**src/logic/ppfe_pkg.sv**
```systemverilog
package ppfe_pkg;

    // Base timing
    localparam int unsigned CLK_NS        = 100;
    localparam int unsigned TICK_NS       = 4400;
    localparam int unsigned TICK_CYCLES   = (TICK_NS + CLK_NS - 1) / CLK_NS;
    localparam int unsigned FRAME_MS      = 20;
    localparam int unsigned FRAME_CYCLES  = FRAME_MS * 1000000 / CLK_NS;
    localparam int unsigned PULSE_NS      = 4400;
    localparam int unsigned PULSE_CYCLES  = (PULSE_NS + CLK_NS - 1) / CLK_NS;

    // Sequencer event times within a channel slot
    localparam int unsigned RESET_NS      = 237000;
    localparam int unsigned ADVANCE_NS    = 378000;
    localparam int unsigned DIGITIZE_NS   = 519000;
    localparam int unsigned ADC_CONV_NS   = 18000;
    localparam int unsigned TRANSFER_NS   = 659000;

    // Data counter values
    localparam logic [8:0] CNT_PRESET     = 9'h02a;
    localparam logic [8:0] CNT_SELECT_END = 9'h0ff;
    localparam logic [8:0] CNT_RESET      = CNT_PRESET + 9'((RESET_NS + TICK_NS / 2) / TICK_NS);
    localparam logic [8:0] CNT_ADVANCE    = CNT_PRESET + 9'((ADVANCE_NS + TICK_NS / 2) / TICK_NS);
    localparam logic [8:0] CNT_DIGITIZE   = CNT_PRESET + 9'((DIGITIZE_NS + TICK_NS / 2) / TICK_NS);
    localparam logic [8:0] CNT_SAMPLE     = CNT_PRESET + 9'((DIGITIZE_NS + ADC_CONV_NS + TICK_NS - 1) / TICK_NS);
    localparam logic [8:0] CNT_TRANSFER   = CNT_PRESET + 9'((TRANSFER_NS + TICK_NS / 2) / TICK_NS);

    // Channel plan
    localparam int unsigned NUM_CH        = 6;
    localparam logic [2:0]  CHAN_INIT     = 3'h7;
    localparam int unsigned FIFO_DEPTH    = 8;

    // Sequencer states
    typedef enum logic [1:0] {
        PPFE_OFF    = 2'b00,
        PPFE_SELECT = 2'b01,
        PPFE_ENCODE = 2'b10
    } ppfe_state_t;

    // Converted sample with its channel address
    typedef struct packed {
        logic [2:0] chan;
        logic [7:0] value;
    } ppfe_sample_t;

endpackage : ppfe_pkg

```
**src/logic/ppfe_encoder.sv**
```systemverilog
`timescale 1ns/100ps

////////////////////////////////////////////////////////////////////////////////
// Sample FIFO between converter capture and data store
module ppfe_fifo #(
    parameter int unsigned WIDTH = 11,
    parameter int unsigned DEPTH = 8
) (
    input  wire logic             clk,
    input  wire logic             rst_n,
    input  wire logic             in_valid,
    output logic                  in_ready,
    input  wire logic [WIDTH-1:0] in_data,
    output logic                  out_valid,
    input  wire logic             out_ready,
    output logic      [WIDTH-1:0] out_data
);
    localparam int unsigned AW = (DEPTH > 1) ? $clog2(DEPTH) : 1;

    initial begin
        if (DEPTH < 2 || (1 << AW) != DEPTH || WIDTH < 1) begin
            $error("ppfe_fifo: DEPTH must be a power of two of at least 2");
        end
    end

    logic [WIDTH-1:0] mem [DEPTH];
    logic [AW:0]      wr_ptr;
    logic [AW:0]      rd_ptr;
    logic             push;
    logic             pop;

    // Honest full and empty from pointer comparison
    assign in_ready  = !((wr_ptr[AW] != rd_ptr[AW]) && (wr_ptr[AW-1:0] == rd_ptr[AW-1:0]));
    assign out_valid = (wr_ptr != rd_ptr);
    assign out_data  = mem[rd_ptr[AW-1:0]];
    assign push      = in_valid && in_ready;
    assign pop       = out_valid && out_ready;

    // Storage write
    always_ff @(posedge clk) begin
        if (push) begin
            mem[wr_ptr[AW-1:0]] <= in_data;
        end
    end

    // Pointers
    always_ff @(posedge clk or negedge rst_n) begin
        if (!rst_n) begin
            wr_ptr <= '0;
            rd_ptr <= '0;
        end else begin
            if (push) begin
                wr_ptr <= wr_ptr + 1'b1;
            end
            if (pop) begin
                rd_ptr <= rd_ptr + 1'b1;
            end
        end
    end
endmodule : ppfe_fifo

////////////////////////////////////////////////////////////////////////////////
// Pulse position frame encoder top
module ppfe_encoder import ppfe_pkg::*; #(
    parameter int unsigned FRAME_LEN = FRAME_CYCLES,
    parameter int unsigned CHANNELS  = NUM_CH
) (
    input  wire logic       sys_clk,
    input  wire logic       rstn,
    input  wire logic [7:0] adc_data,
    output logic      [2:0] chan_sel,
    output logic            adc_start,
    output logic            pulse_out,
    output logic            encoder_on
);
    localparam int unsigned FW = $clog2(FRAME_LEN);
    localparam int unsigned TW = $clog2(TICK_CYCLES);
    localparam int unsigned PW = $clog2(PULSE_CYCLES + 1);

    initial begin
        if (CHANNELS < 1 || CHANNELS > 7 || FRAME_LEN < 2 * TICK_CYCLES) begin
            $error("ppfe_encoder: CHANNELS must be 1..7 and FRAME_LEN long enough");
        end
    end

    ////////////////////////////////////////////////////////////////////////////
    // Reset release and input synchronisers
    logic       rst_meta;
    logic       rst_n;
    logic [7:0] adc_meta;
    logic [7:0] adc_sync;

    always_ff @(posedge sys_clk or negedge rstn) begin
        if (!rstn) begin
            rst_meta <= 1'b0;
            rst_n    <= 1'b0;
        end else begin
            rst_meta <= 1'b1;
            rst_n    <= rst_meta;
        end
    end

    always_ff @(posedge sys_clk or negedge rst_n) begin
        if (!rst_n) begin
            adc_meta <= 8'h00;
            adc_sync <= 8'h00;
        end else begin
            adc_meta <= adc_data;
            adc_sync <= adc_meta;
        end
    end

    ////////////////////////////////////////////////////////////////////////////
    // Free running frame timer
    logic [FW-1:0] frame_cnt;
    logic          frame_hit;

    assign frame_hit = (frame_cnt == FW'(FRAME_LEN - 1));

    always_ff @(posedge sys_clk or negedge rst_n) begin
        if (!rst_n) begin
            frame_cnt <= FW'(FRAME_LEN - 1); // First frame opens at once after reset
        end else if (frame_hit) begin
            frame_cnt <= '0;
        end else begin
            frame_cnt <= frame_cnt + 1'b1;
        end
    end

    ////////////////////////////////////////////////////////////////////////////
    // Sequencer state, step timer and data counter
    ppfe_state_t   state;
    logic [TW-1:0] tick;
    logic [8:0]    dcnt;
    logic [2:0]    sent;
    logic [7:0]    store;
    logic          step;
    logic          at_count;
    logic          match;
    logic          pulse_start;
    logic          stop_hit;

    assign step        = (state != PPFE_OFF) && (tick == TW'(TICK_CYCLES - 1));
    assign at_count    = (state == PPFE_SELECT) && (tick == '0);
    assign match       = (state == PPFE_ENCODE) && (tick == '0) && (dcnt[7:0] == store);
    assign pulse_start = frame_hit || match;
    assign stop_hit    = at_count && (dcnt == CNT_RESET) && (sent == 3'(CHANNELS));

    // State transitions
    always_ff @(posedge sys_clk or negedge rst_n) begin
        if (!rst_n) begin
            state <= PPFE_OFF;
        end else if (frame_hit) begin
            state <= PPFE_SELECT;
        end else if (match) begin
            state <= PPFE_SELECT;
        end else if (stop_hit) begin
            state <= PPFE_OFF;
        end else if (state == PPFE_SELECT && step && dcnt == CNT_SELECT_END) begin
            state <= PPFE_ENCODE;
        end
    end

    // Step timer, one count per 4.4 us
    always_ff @(posedge sys_clk or negedge rst_n) begin
        if (!rst_n) begin
            tick <= '0;
        end else if (pulse_start || step || state == PPFE_OFF) begin
            tick <= '0;
        end else begin
            tick <= tick + 1'b1;
        end
    end

    // Data counter: preset at each reference, stopped while off
    always_ff @(posedge sys_clk or negedge rst_n) begin
        if (!rst_n) begin
            dcnt <= CNT_PRESET;
        end else if (pulse_start) begin
            dcnt <= CNT_PRESET;
        end else if (stop_hit) begin
            dcnt <= CNT_PRESET;
        end else if (step && dcnt != 9'h1ff) begin
            dcnt <= dcnt + 9'h001;
        end
    end

    // Count of data pulses sent in this frame
    always_ff @(posedge sys_clk or negedge rst_n) begin
        if (!rst_n) begin
            sent <= 3'h0;
        end else if (frame_hit) begin
            sent <= 3'h0;
        end else if (match) begin
            sent <= sent + 3'h1;
        end
    end

    ////////////////////////////////////////////////////////////////////////////
    // Programmer: channel advance and digitize command
    always_ff @(posedge sys_clk or negedge rst_n) begin
        if (!rst_n) begin
            chan_sel <= CHAN_INIT;
        end else if (frame_hit) begin
            chan_sel <= CHAN_INIT;
        end else if (at_count && dcnt == CNT_ADVANCE) begin
            chan_sel <= chan_sel + 3'h1;
        end
    end

    always_ff @(posedge sys_clk or negedge rst_n) begin
        if (!rst_n) begin
            adc_start <= 1'b0;
        end else begin
            adc_start <= at_count && (dcnt == CNT_DIGITIZE) && !frame_hit;
        end
    end

    ////////////////////////////////////////////////////////////////////////////
    // Capture into FIFO, transfer into the data store
    ppfe_sample_t cap;
    ppfe_sample_t fifo_out;
    logic         cap_valid;
    logic         cap_ready;
    logic         fifo_valid;
    logic         xfer;

    assign cap.chan  = chan_sel;
    assign cap.value = adc_sync;
    assign cap_valid = at_count && (dcnt == CNT_SAMPLE) && !frame_hit;
    assign xfer      = at_count && (dcnt == CNT_TRANSFER) && !frame_hit;

    ppfe_fifo #(
        .WIDTH ($bits(ppfe_sample_t)),
        .DEPTH (FIFO_DEPTH)
    ) u_fifo (
        .clk       (sys_clk),
        .rst_n     (rst_n),
        .in_valid  (cap_valid),
        .in_ready  (cap_ready),
        .in_data   (cap),
        .out_valid (fifo_valid),
        .out_ready (xfer),
        .out_data  (fifo_out)
    );

    // Store loads only at transfer, held through encode
    always_ff @(posedge sys_clk or negedge rst_n) begin
        if (!rst_n) begin
            store <= 8'h00;
        end else if (xfer && fifo_valid && (fifo_out.chan == chan_sel)) begin
            store <= fifo_out.value;
        end
    end

    ////////////////////////////////////////////////////////////////////////////
    // Output pulse shaping and on/off flag
    logic [PW-1:0] pulse_cnt;

    always_ff @(posedge sys_clk or negedge rst_n) begin
        if (!rst_n) begin
            pulse_cnt <= '0;
            pulse_out <= 1'b0;
        end else if (pulse_start) begin
            pulse_cnt <= PW'(PULSE_CYCLES - 1);
            pulse_out <= 1'b1;
        end else if (pulse_cnt != '0) begin
            pulse_cnt <= pulse_cnt - 1'b1;
        end else begin
            pulse_out <= 1'b0;
        end
    end

    always_ff @(posedge sys_clk or negedge rst_n) begin
        if (!rst_n) begin
            encoder_on <= 1'b0;
        end else begin
            encoder_on <= frame_hit || (encoder_on && !stop_hit);
        end
    end
endmodule : ppfe_encoder

```
**config.mk**
```make
export PLATFORM = sky130hd
export DESIGN_NAME = ppfe_encoder
export DESIGN_NICKNAME = d
export VERILOG_FILES = /design/src/logic/ppfe_pkg.sv /design/src/logic/ppfe_encoder.sv
export SDC_FILE = /design/constraint.sdc
export NUM_CORES = 1
export LEC_CHECK = 0
export BUFFER_PORTS_ARGS = -buffer_cell sky130_fd_sc_hd__buf_2
export CORE_MARGIN = 2
export CORE_UTILIZATION = 45
export CTS_CLUSTER_SIZE = 10
export DETAILED_ROUTE_END_ITERATION = 7
export PLACE_DENSITY = 0.7
export SLEW_MARGIN = 40
export SYNTH_ARGS = -nofsm -noshare
export SYNTH_HDL_FRONTEND = slang
export SYNTH_SLANG_ARGS = --single-unit
```
**constraint.sdc**
```tcl
create_clock -name sys_clk -period 3.5 [get_ports sys_clk]
set_input_delay 0.525 -clock sys_clk [delete_from_list [all_inputs] [get_ports sys_clk]]
set_output_delay 0.525 -clock sys_clk [all_outputs]
set_load 0.02 [all_outputs]
```
== Yosys cells after proc, flatten, opt, wreduce, memory -nomap -nowiden ==
Memory sizes are Yosys's and may differ from the RTL's.
Cells that the tools add are included.
Widths: inputs -> output; s select.

* Bits in registers: 84
* Memory bits (writable): 88
* Logic and storage cells: 100
* Memories kept: 1

{| class="wikitable"
|+ Memory list
! name !! depth !! bits a word !! rd ports !! clocked after memory_dff !! write ports !! RTL line !! source
|-
| u_fifo.mem || 8 || 11 || 1 || 0 || 1 || ppfe_encoder.sv:26 || <nowiki>logic [WIDTH-1:0] mem [DEPTH];</nowiki>
|}

* Add/subtract/negate cells: 8
* Equality and inequality tests: 18
* Multiplexer cells: 19
* Reductions and logical operators: 37

{| class="wikitable"
|+ Operators by type and width
! cell !! count
|-
| $eq 9x8->1 const B || 5
|-
| $mux 9 || 3
|-
| $logic_and 1x1->1 || 21
|-
| $add 18x1->18 const B || 1
|-
| $eq 18x18->1 const B || 1
|-
| $mux 18 || 1
|-
| $mux 6 || 3
|-
| $mux 3 || 4
|-
| $add 9x1->9 const B || 1
|-
| $eq 9x7->1 const B || 1
|-
| $ne 9x9->1 const B || 1
|-
| $add 4x1->4 const B || 2
|-
| $eq 8x8->1 || 1
|-
| $mux 2 || 4
|-
| $reduce_bool 2->1 || 4
|-
| $add 3x1->3 const B || 2
|-
| $add 6x1->6 const B || 1
|-
| $eq 3x3->1 || 2
|-
| $eq 6x6->1 const B || 1
|-
| $logic_not 6->1 || 1
|-
| $reduce_bool 6->1 || 1
|-
| $sub 6x1->6 const B || 1
|-
| $logic_or 1x1->1 || 4
|-
| $mux 1 || 4
|-
| other kinds (10) || 12
|}

== Longest topological paths before layout ==
* Word-level depth: 8
* Gate-level depth with buffers: 9
* Depth with buffers taken out: 8

== Modules after synthesis ==
From an unflattened synthesis, not the netlist that was laid out.

* Cell total of the unflattened synthesis: 506
* Area, all modules: 7504.7 µm²

{| class="wikitable"
|+ Modules (own cells, without submodules)
! module !! times used !! cells each !! area an instance (µm²) !! seq. area each (µm²)
|-
| ppfe_fifo || 1 || 189 || 3971.3 || 2842.7
|-
| ppfe_encoder || 1 || 317 || 3533.4 || 1923.1
|}

== Worst setup path after synthesis ==
No wires, ideal clock.

* Path type: register to register
* From: register u_fifo.rd_ptr[0]
* To: memory u_fifo.mem[0][0], enable pin
* Setup time: 408 ps
* Arrival time: 2610 ps
* Required time: 3092 ps
* Slack: 482 ps
* Cell stages (with the launch flop): 8
* Buffers on the path: 2
* Path through: dfrtp_1 buf_6 buf_6 xor2_1 nor3_1 a211oi_1 nand2_1 nor4_1

* Longest elaborated chain between the ends: 6

{| class="wikitable"
|+ RTL lines
! what !! RTL line !! source
|-
| from (decl) || ppfe_encoder.sv:28 || <nowiki>logic [AW:0] rd_ptr;</nowiki>
|-
| from (signal assigned) || ppfe_encoder.sv:56 || <nowiki>rd_ptr <= rd_ptr + 1'b1;</nowiki>
|-
| $eq 3x3->1 || ppfe_encoder.sv:33 || <nowiki>assign in_ready = !((wr_ptr[AW] != rd_ptr[AW]) && (wr_ptr[AW-1:0] == rd_ptr[AW-1:0]));</nowiki>
|-
| $logic_and 1x1->1 || ppfe_encoder.sv:33 ||
|-
| $logic_not 1->1 || ppfe_encoder.sv:33 ||
|-
| $logic_and 1x1->1 || ppfe_encoder.sv:36 || <nowiki>assign push = in_valid && in_ready;</nowiki>
|-
| $mux 1 || ppfe_encoder.sv:41 || <nowiki>if (push) begin</nowiki>
|-
| $mux 1 (implied by the code) || ppfe_encoder.sv:42 || <nowiki>mem[wr_ptr[AW-1:0]] <= in_data;</nowiki>
|-
| to (decl) || ppfe_encoder.sv:26 ||
|}

Every way passes these cells.

== Worst setup path in the final report ==
* From: register u_fifo.rd_ptr[1]
* To: memory u_fifo.mem[1][7], enable pin

The elaborated chain is that of the path after synthesis.

==> impl_metrics.env <==
export IMPL_status="finished, final reports clean"
export IMPL_r2r_cells=6
export IMPL_synth_edff_count=88
export IMPL_path_delay_family="simple AND/OR/NAND/NOR gates"
export IMPL_worstMarginPinSlew_ns=0.7777
export IMPL_async_reset_ff_frac=0.4884
export IMPL_most_common_layout_cells="88 x edfxtp_1, 65 x dfrtp_1, 39 x nor2_1, 30 x nand2_1, 28 x xnor2_1"
export IMPL_worst_slack_ns=0.8686
export IMPL_initial_utilization=0.4599
export IMPL_synth_top_area_share=0.3630
export IMPL_period_minus_slack_ns=2.631
export IMPL_finClkSkew_ns=0.008449
export IMPL_grt_pass1_wl_um=21090
export IMPL_synth_cell_types=46
export IMPL_synthXorXnorAreaFrac=0.06497
export IMPL_maxSlewHeadroom=0.4796
export IMPL_die_h_um=131.2
export IMPL_final_nets=553
export IMPL_postSynthAreaPerCell_um2=14.80
export IMPL_portBuffers=15
export IMPL_gr_total_overflow=0
export IMPL_fin_crit_sh=0.7518
export IMPL_regArea_um2=4771
export IMPL_end_kind="flip-flop"
export IMPL_final_common_cell="edfxtp_1"
export IMPL_clk_latency_ns=0.44
export IMPL_synth_top_cell_by_area="edfxtp_1"
export IMPL_multi_input_area_um2=2357
export IMPL_grt_usage=0.1599
export IMPL_finalSetupTns_ns=0
export IMPL_firstDrtPassIters=4
export IMPL_start_kind="flip-flop"
export IMPL_final_core_util=0.5236
export IMPL_syn_to_final_growth_pct=13.84
export IMPL_dieArea_um2=17210
export IMPL_critPathCapture="u_fifo.mem[1][7]$_DFFE_PP_"
export IMPL_drtIter0Drc=244
export IMPL_ios=16
export IMPL_final_max_slew_violation_count=0
export IMPL_hold_slack_ns=0.1845
export IMPL_netlist_area_um2=7279
export IMPL_cp_slowest_cell="dfrtp_1"
export IMPL_setup_viol=0
export IMPL_clock_sinks=172
export IMPL_die_x_um=131.2
export IMPL_synth_compound_area_frac=0.01100
export IMPL_ys_ff_latch=172
export IMPL_max_freq_ghz=0.3800
export IMPL_path_max_fanout=12
export IMPL_finish_instance_area_um2=8287
export IMPL_layout_drive_gt1_share=0.2384
export IMPL_n_antenna_cell=0
export IMPL_crit_top_cell="nor3_1"
export IMPL_synth_top_family_by_area="simple AND/OR/NAND/NOR gates"
export IMPL_hold_viol_final=0
export IMPL_crit_chain="xor2_1 -> nor3_1 -> a211oi_1 -> nand2_1 -> nor3_1 -> buf_4"
export IMPL_antenna_found_initial=0
export IMPL_ir_worst_vdd_mv=0.2951
export IMPL_cts_max_level=4
export IMPL_critPathLaunch="u_fifo.rd_ptr[1]$_DFFE_PN0P_"
export IMPL_path_depth=6
export IMPL_fillCellCount=1279
export IMPL_drc=0
export IMPL_clk_pin_slew_ns=0.07
export IMPL_synth_simple_area_share=0.1114
export IMPL_place_area_um2=7705
export IMPL_rsz0062_at_grt="no"
export IMPL_synth_cells=492
export IMPL_critPathKind="flip-flop to flip-flop"
export IMPL_hp_class="flip-flop to async pin"
export IMPL_post_drt_wl_per_cell_um=16.84
export IMPL_core_area_um2=15830
export IMPL_cpPeakStageDelay_ns=0.70
export IMPL_yosysSeqAreaShare=0.6547
export IMPL_cts_made_buffers=17
export IMPL_cts_resized_gates=0
export IMPL_max_cap_violations=0
export IMPL_critPathBufInv=1
export IMPL_avgViaCountPerCell=5.262
export IMPL_yosys_warnings=0
export IMPL_reg2reg_slack_ns=0.87
export IMPL_synth_nets=517
export IMPL_reg2reg_from="u_fifo.rd_ptr[1]$_DFFE_PN0P_"
export IMPL_critPathArrivalTime_ns=2.78
export IMPL_pwr_density_cell_nw_per_um2=480.1
export IMPL_antenna_left=0
export IMPL_synth_fa_ha_area_frac=0.02578
export IMPL_cts_tree="yes"
export IMPL_r2r_end="u_fifo.mem[1][7]$_DFFE_PP_"
export IMPL_grt_pass1_vias=3950
export IMPL_gp_congestion=0.8167
export IMPL_route_vias_total=3983
export IMPL_cp_required_ns=3.64
export IMPL_dp_slack_ns=0.8621
export IMPL_synth_area_top_cells="edfxtp_1 36%, dfrtp_1 23%, dfstp_2 6.1%"
export IMPL_hpwlAfterDp_um=8744
export IMPL_synth_mux_area_frac=0.1093
export IMPL_root_buffer="clkbuf_16"
export IMPL_cts_max_path_buffers=2
export IMPL_num_rows=46
export IMPL_p_leak_uw=0.003262
export IMPL_grt_max_degree=38
export IMPL_yosys_most_used_dff="edfxtp_1"
export IMPL_drt_total_wl_um=12750
[metrics by stage]
| stage | cells | total power [uW] |
|---|---|---|
| 6_report | 757 | 3978 |
| 5_1_grt | 757 | 4090 |
| 4_1_cts | 757 | 4015 |
| 3_5_place_dp | 724 | 2217 |
| 3_3_place_gp | 722 | 2209 |
| 2_1_floorplan | 492 | 2196 |
[logic make-up after synthesis]
kind of cell	Yosys count
multiplexers	53
adder cells (fa/ha/maj)	15
XOR/XNOR	54
AO/OA/AOI/OAI	10
AND/OR/NAND/NOR	154
flip-flops	172
buffers and inverters	33
other	1
[worst reg2reg max path: cells and delay by family (launching register included)]
family,cells,cell delay [ns]
XOR/XNOR,1,0.24
AO/OA/AOI/OAI,1,0.47
AND/OR/NAND/NOR,3,0.71
buffers and inverters,1,0.23
flip-flops,1,0.70
[registers in the layout, indices dropped and copies added (netlist names)]
| name | count |
|---|---|
| u_fifo.wr_ptr | 4 |
| pulse_cnt | 6 |
| rst_meta | 1 |
| encoder_on | 1 |
| adc_sync | 8 |
| u_fifo.rd_ptr | 4 |
| rst_n | 1 |
| frame_cnt | 18 |
| tick | 6 |
| u_fifo.mem | 88 |
| adc_meta | 8 |
| dcnt | 9 |
| sent | 3 |
| adc_start | 1 |
| chan_sel | 3 |
| store | 8 |
| state | 2 |
| pulse_out | 1 |
[power by group]
group | leakage [uW] | switching, uW | internal [uW]
Sequential | 0.00181 | 13.6 | 2140
Clock | 0.000282 | 855 | 948
Combinational | 0.00117 | 17.0 | 8.68
[Yosys cell counts (all sizes together) (2+ instances only)]
| master | instances |
|---|---|
| clkbuf | 12 |
| nand3 | 21 |
| nor4b | 3 |
| nand3b | 4 |
| dfrtp | 67 |
| edfxtp | 88 |
| nand2 | 30 |
| mux4 | 19 |
| or3 | 3 |
| or4 | 4 |
| mux2i | 15 |
| dfstp | 17 |
| and3 | 8 |
| o21ai | 2 |
| xor2 | 26 |
| and4 | 2 |
| mux2 | 19 |
| nand2b | 2 |
| and2 | 3 |
| a211oi | 2 |
| nor4 | 6 |
| nand4 | 11 |
| nand4b | 2 |
| inv | 13 |
| nor3 | 13 |
| buf | 8 |
| ha | 15 |
| nor2 | 39 |
| xnor2 | 28 |
[how the worst min path moves through the flow]
stage,start,end,slack [ns],depth (start not counted)
CTS,adc_data[4],adc_meta[4]$_DFF_PN0_,0.17,1
detailed placement,rst_n$_DFF_PN0_,adc_sync[1]$_DFF_PN0_,0.19,0
global route,adc_data[4],adc_meta[4]$_DFF_PN0_,0.17,1
global placement,rstn,rst_meta$_DFF_PN0_,0.31,1
floorplan,rstn,rst_meta$_DFF_PN0_,0.23,0
finish,rst_n$_DFF_PN0_,adc_sync[1]$_DFF_PN0_,0.18,0
[what timing repair did]
action | 4_1_cts | 5_1_grt
endpoints found under the hold margin | 2 | 0
hold buffers | 1 | 0
buffers inserted | 0 | 0
[final cells by class]
| class | instances | area share |
|---|---|---|
| clock buffer | 17 | 0.05134 |
| clock inverter | 15 | 0.01767 |
| inverter | 13 | 0.005889 |
| multi-input combinational | 287 | 0.2845 |
| sequential | 172 | 0.5757 |
| tap | 216 | 0.03261 |
| timing repair buffer | 37 | 0.03231 |
[routing by layer]
metal,share of wire,wire (um),vias to the layer above,GRT usage
met1,0.46,5858,2018,0.2153
met5,0,0,-,0
met3,0.038,489,20,0.04282
met4,0.020,250,0,0.06461
met2,0.48,6150,83,0.2485
li1,-,-,1862,-
No activity file was read; power rests on OpenSTA's default activity.
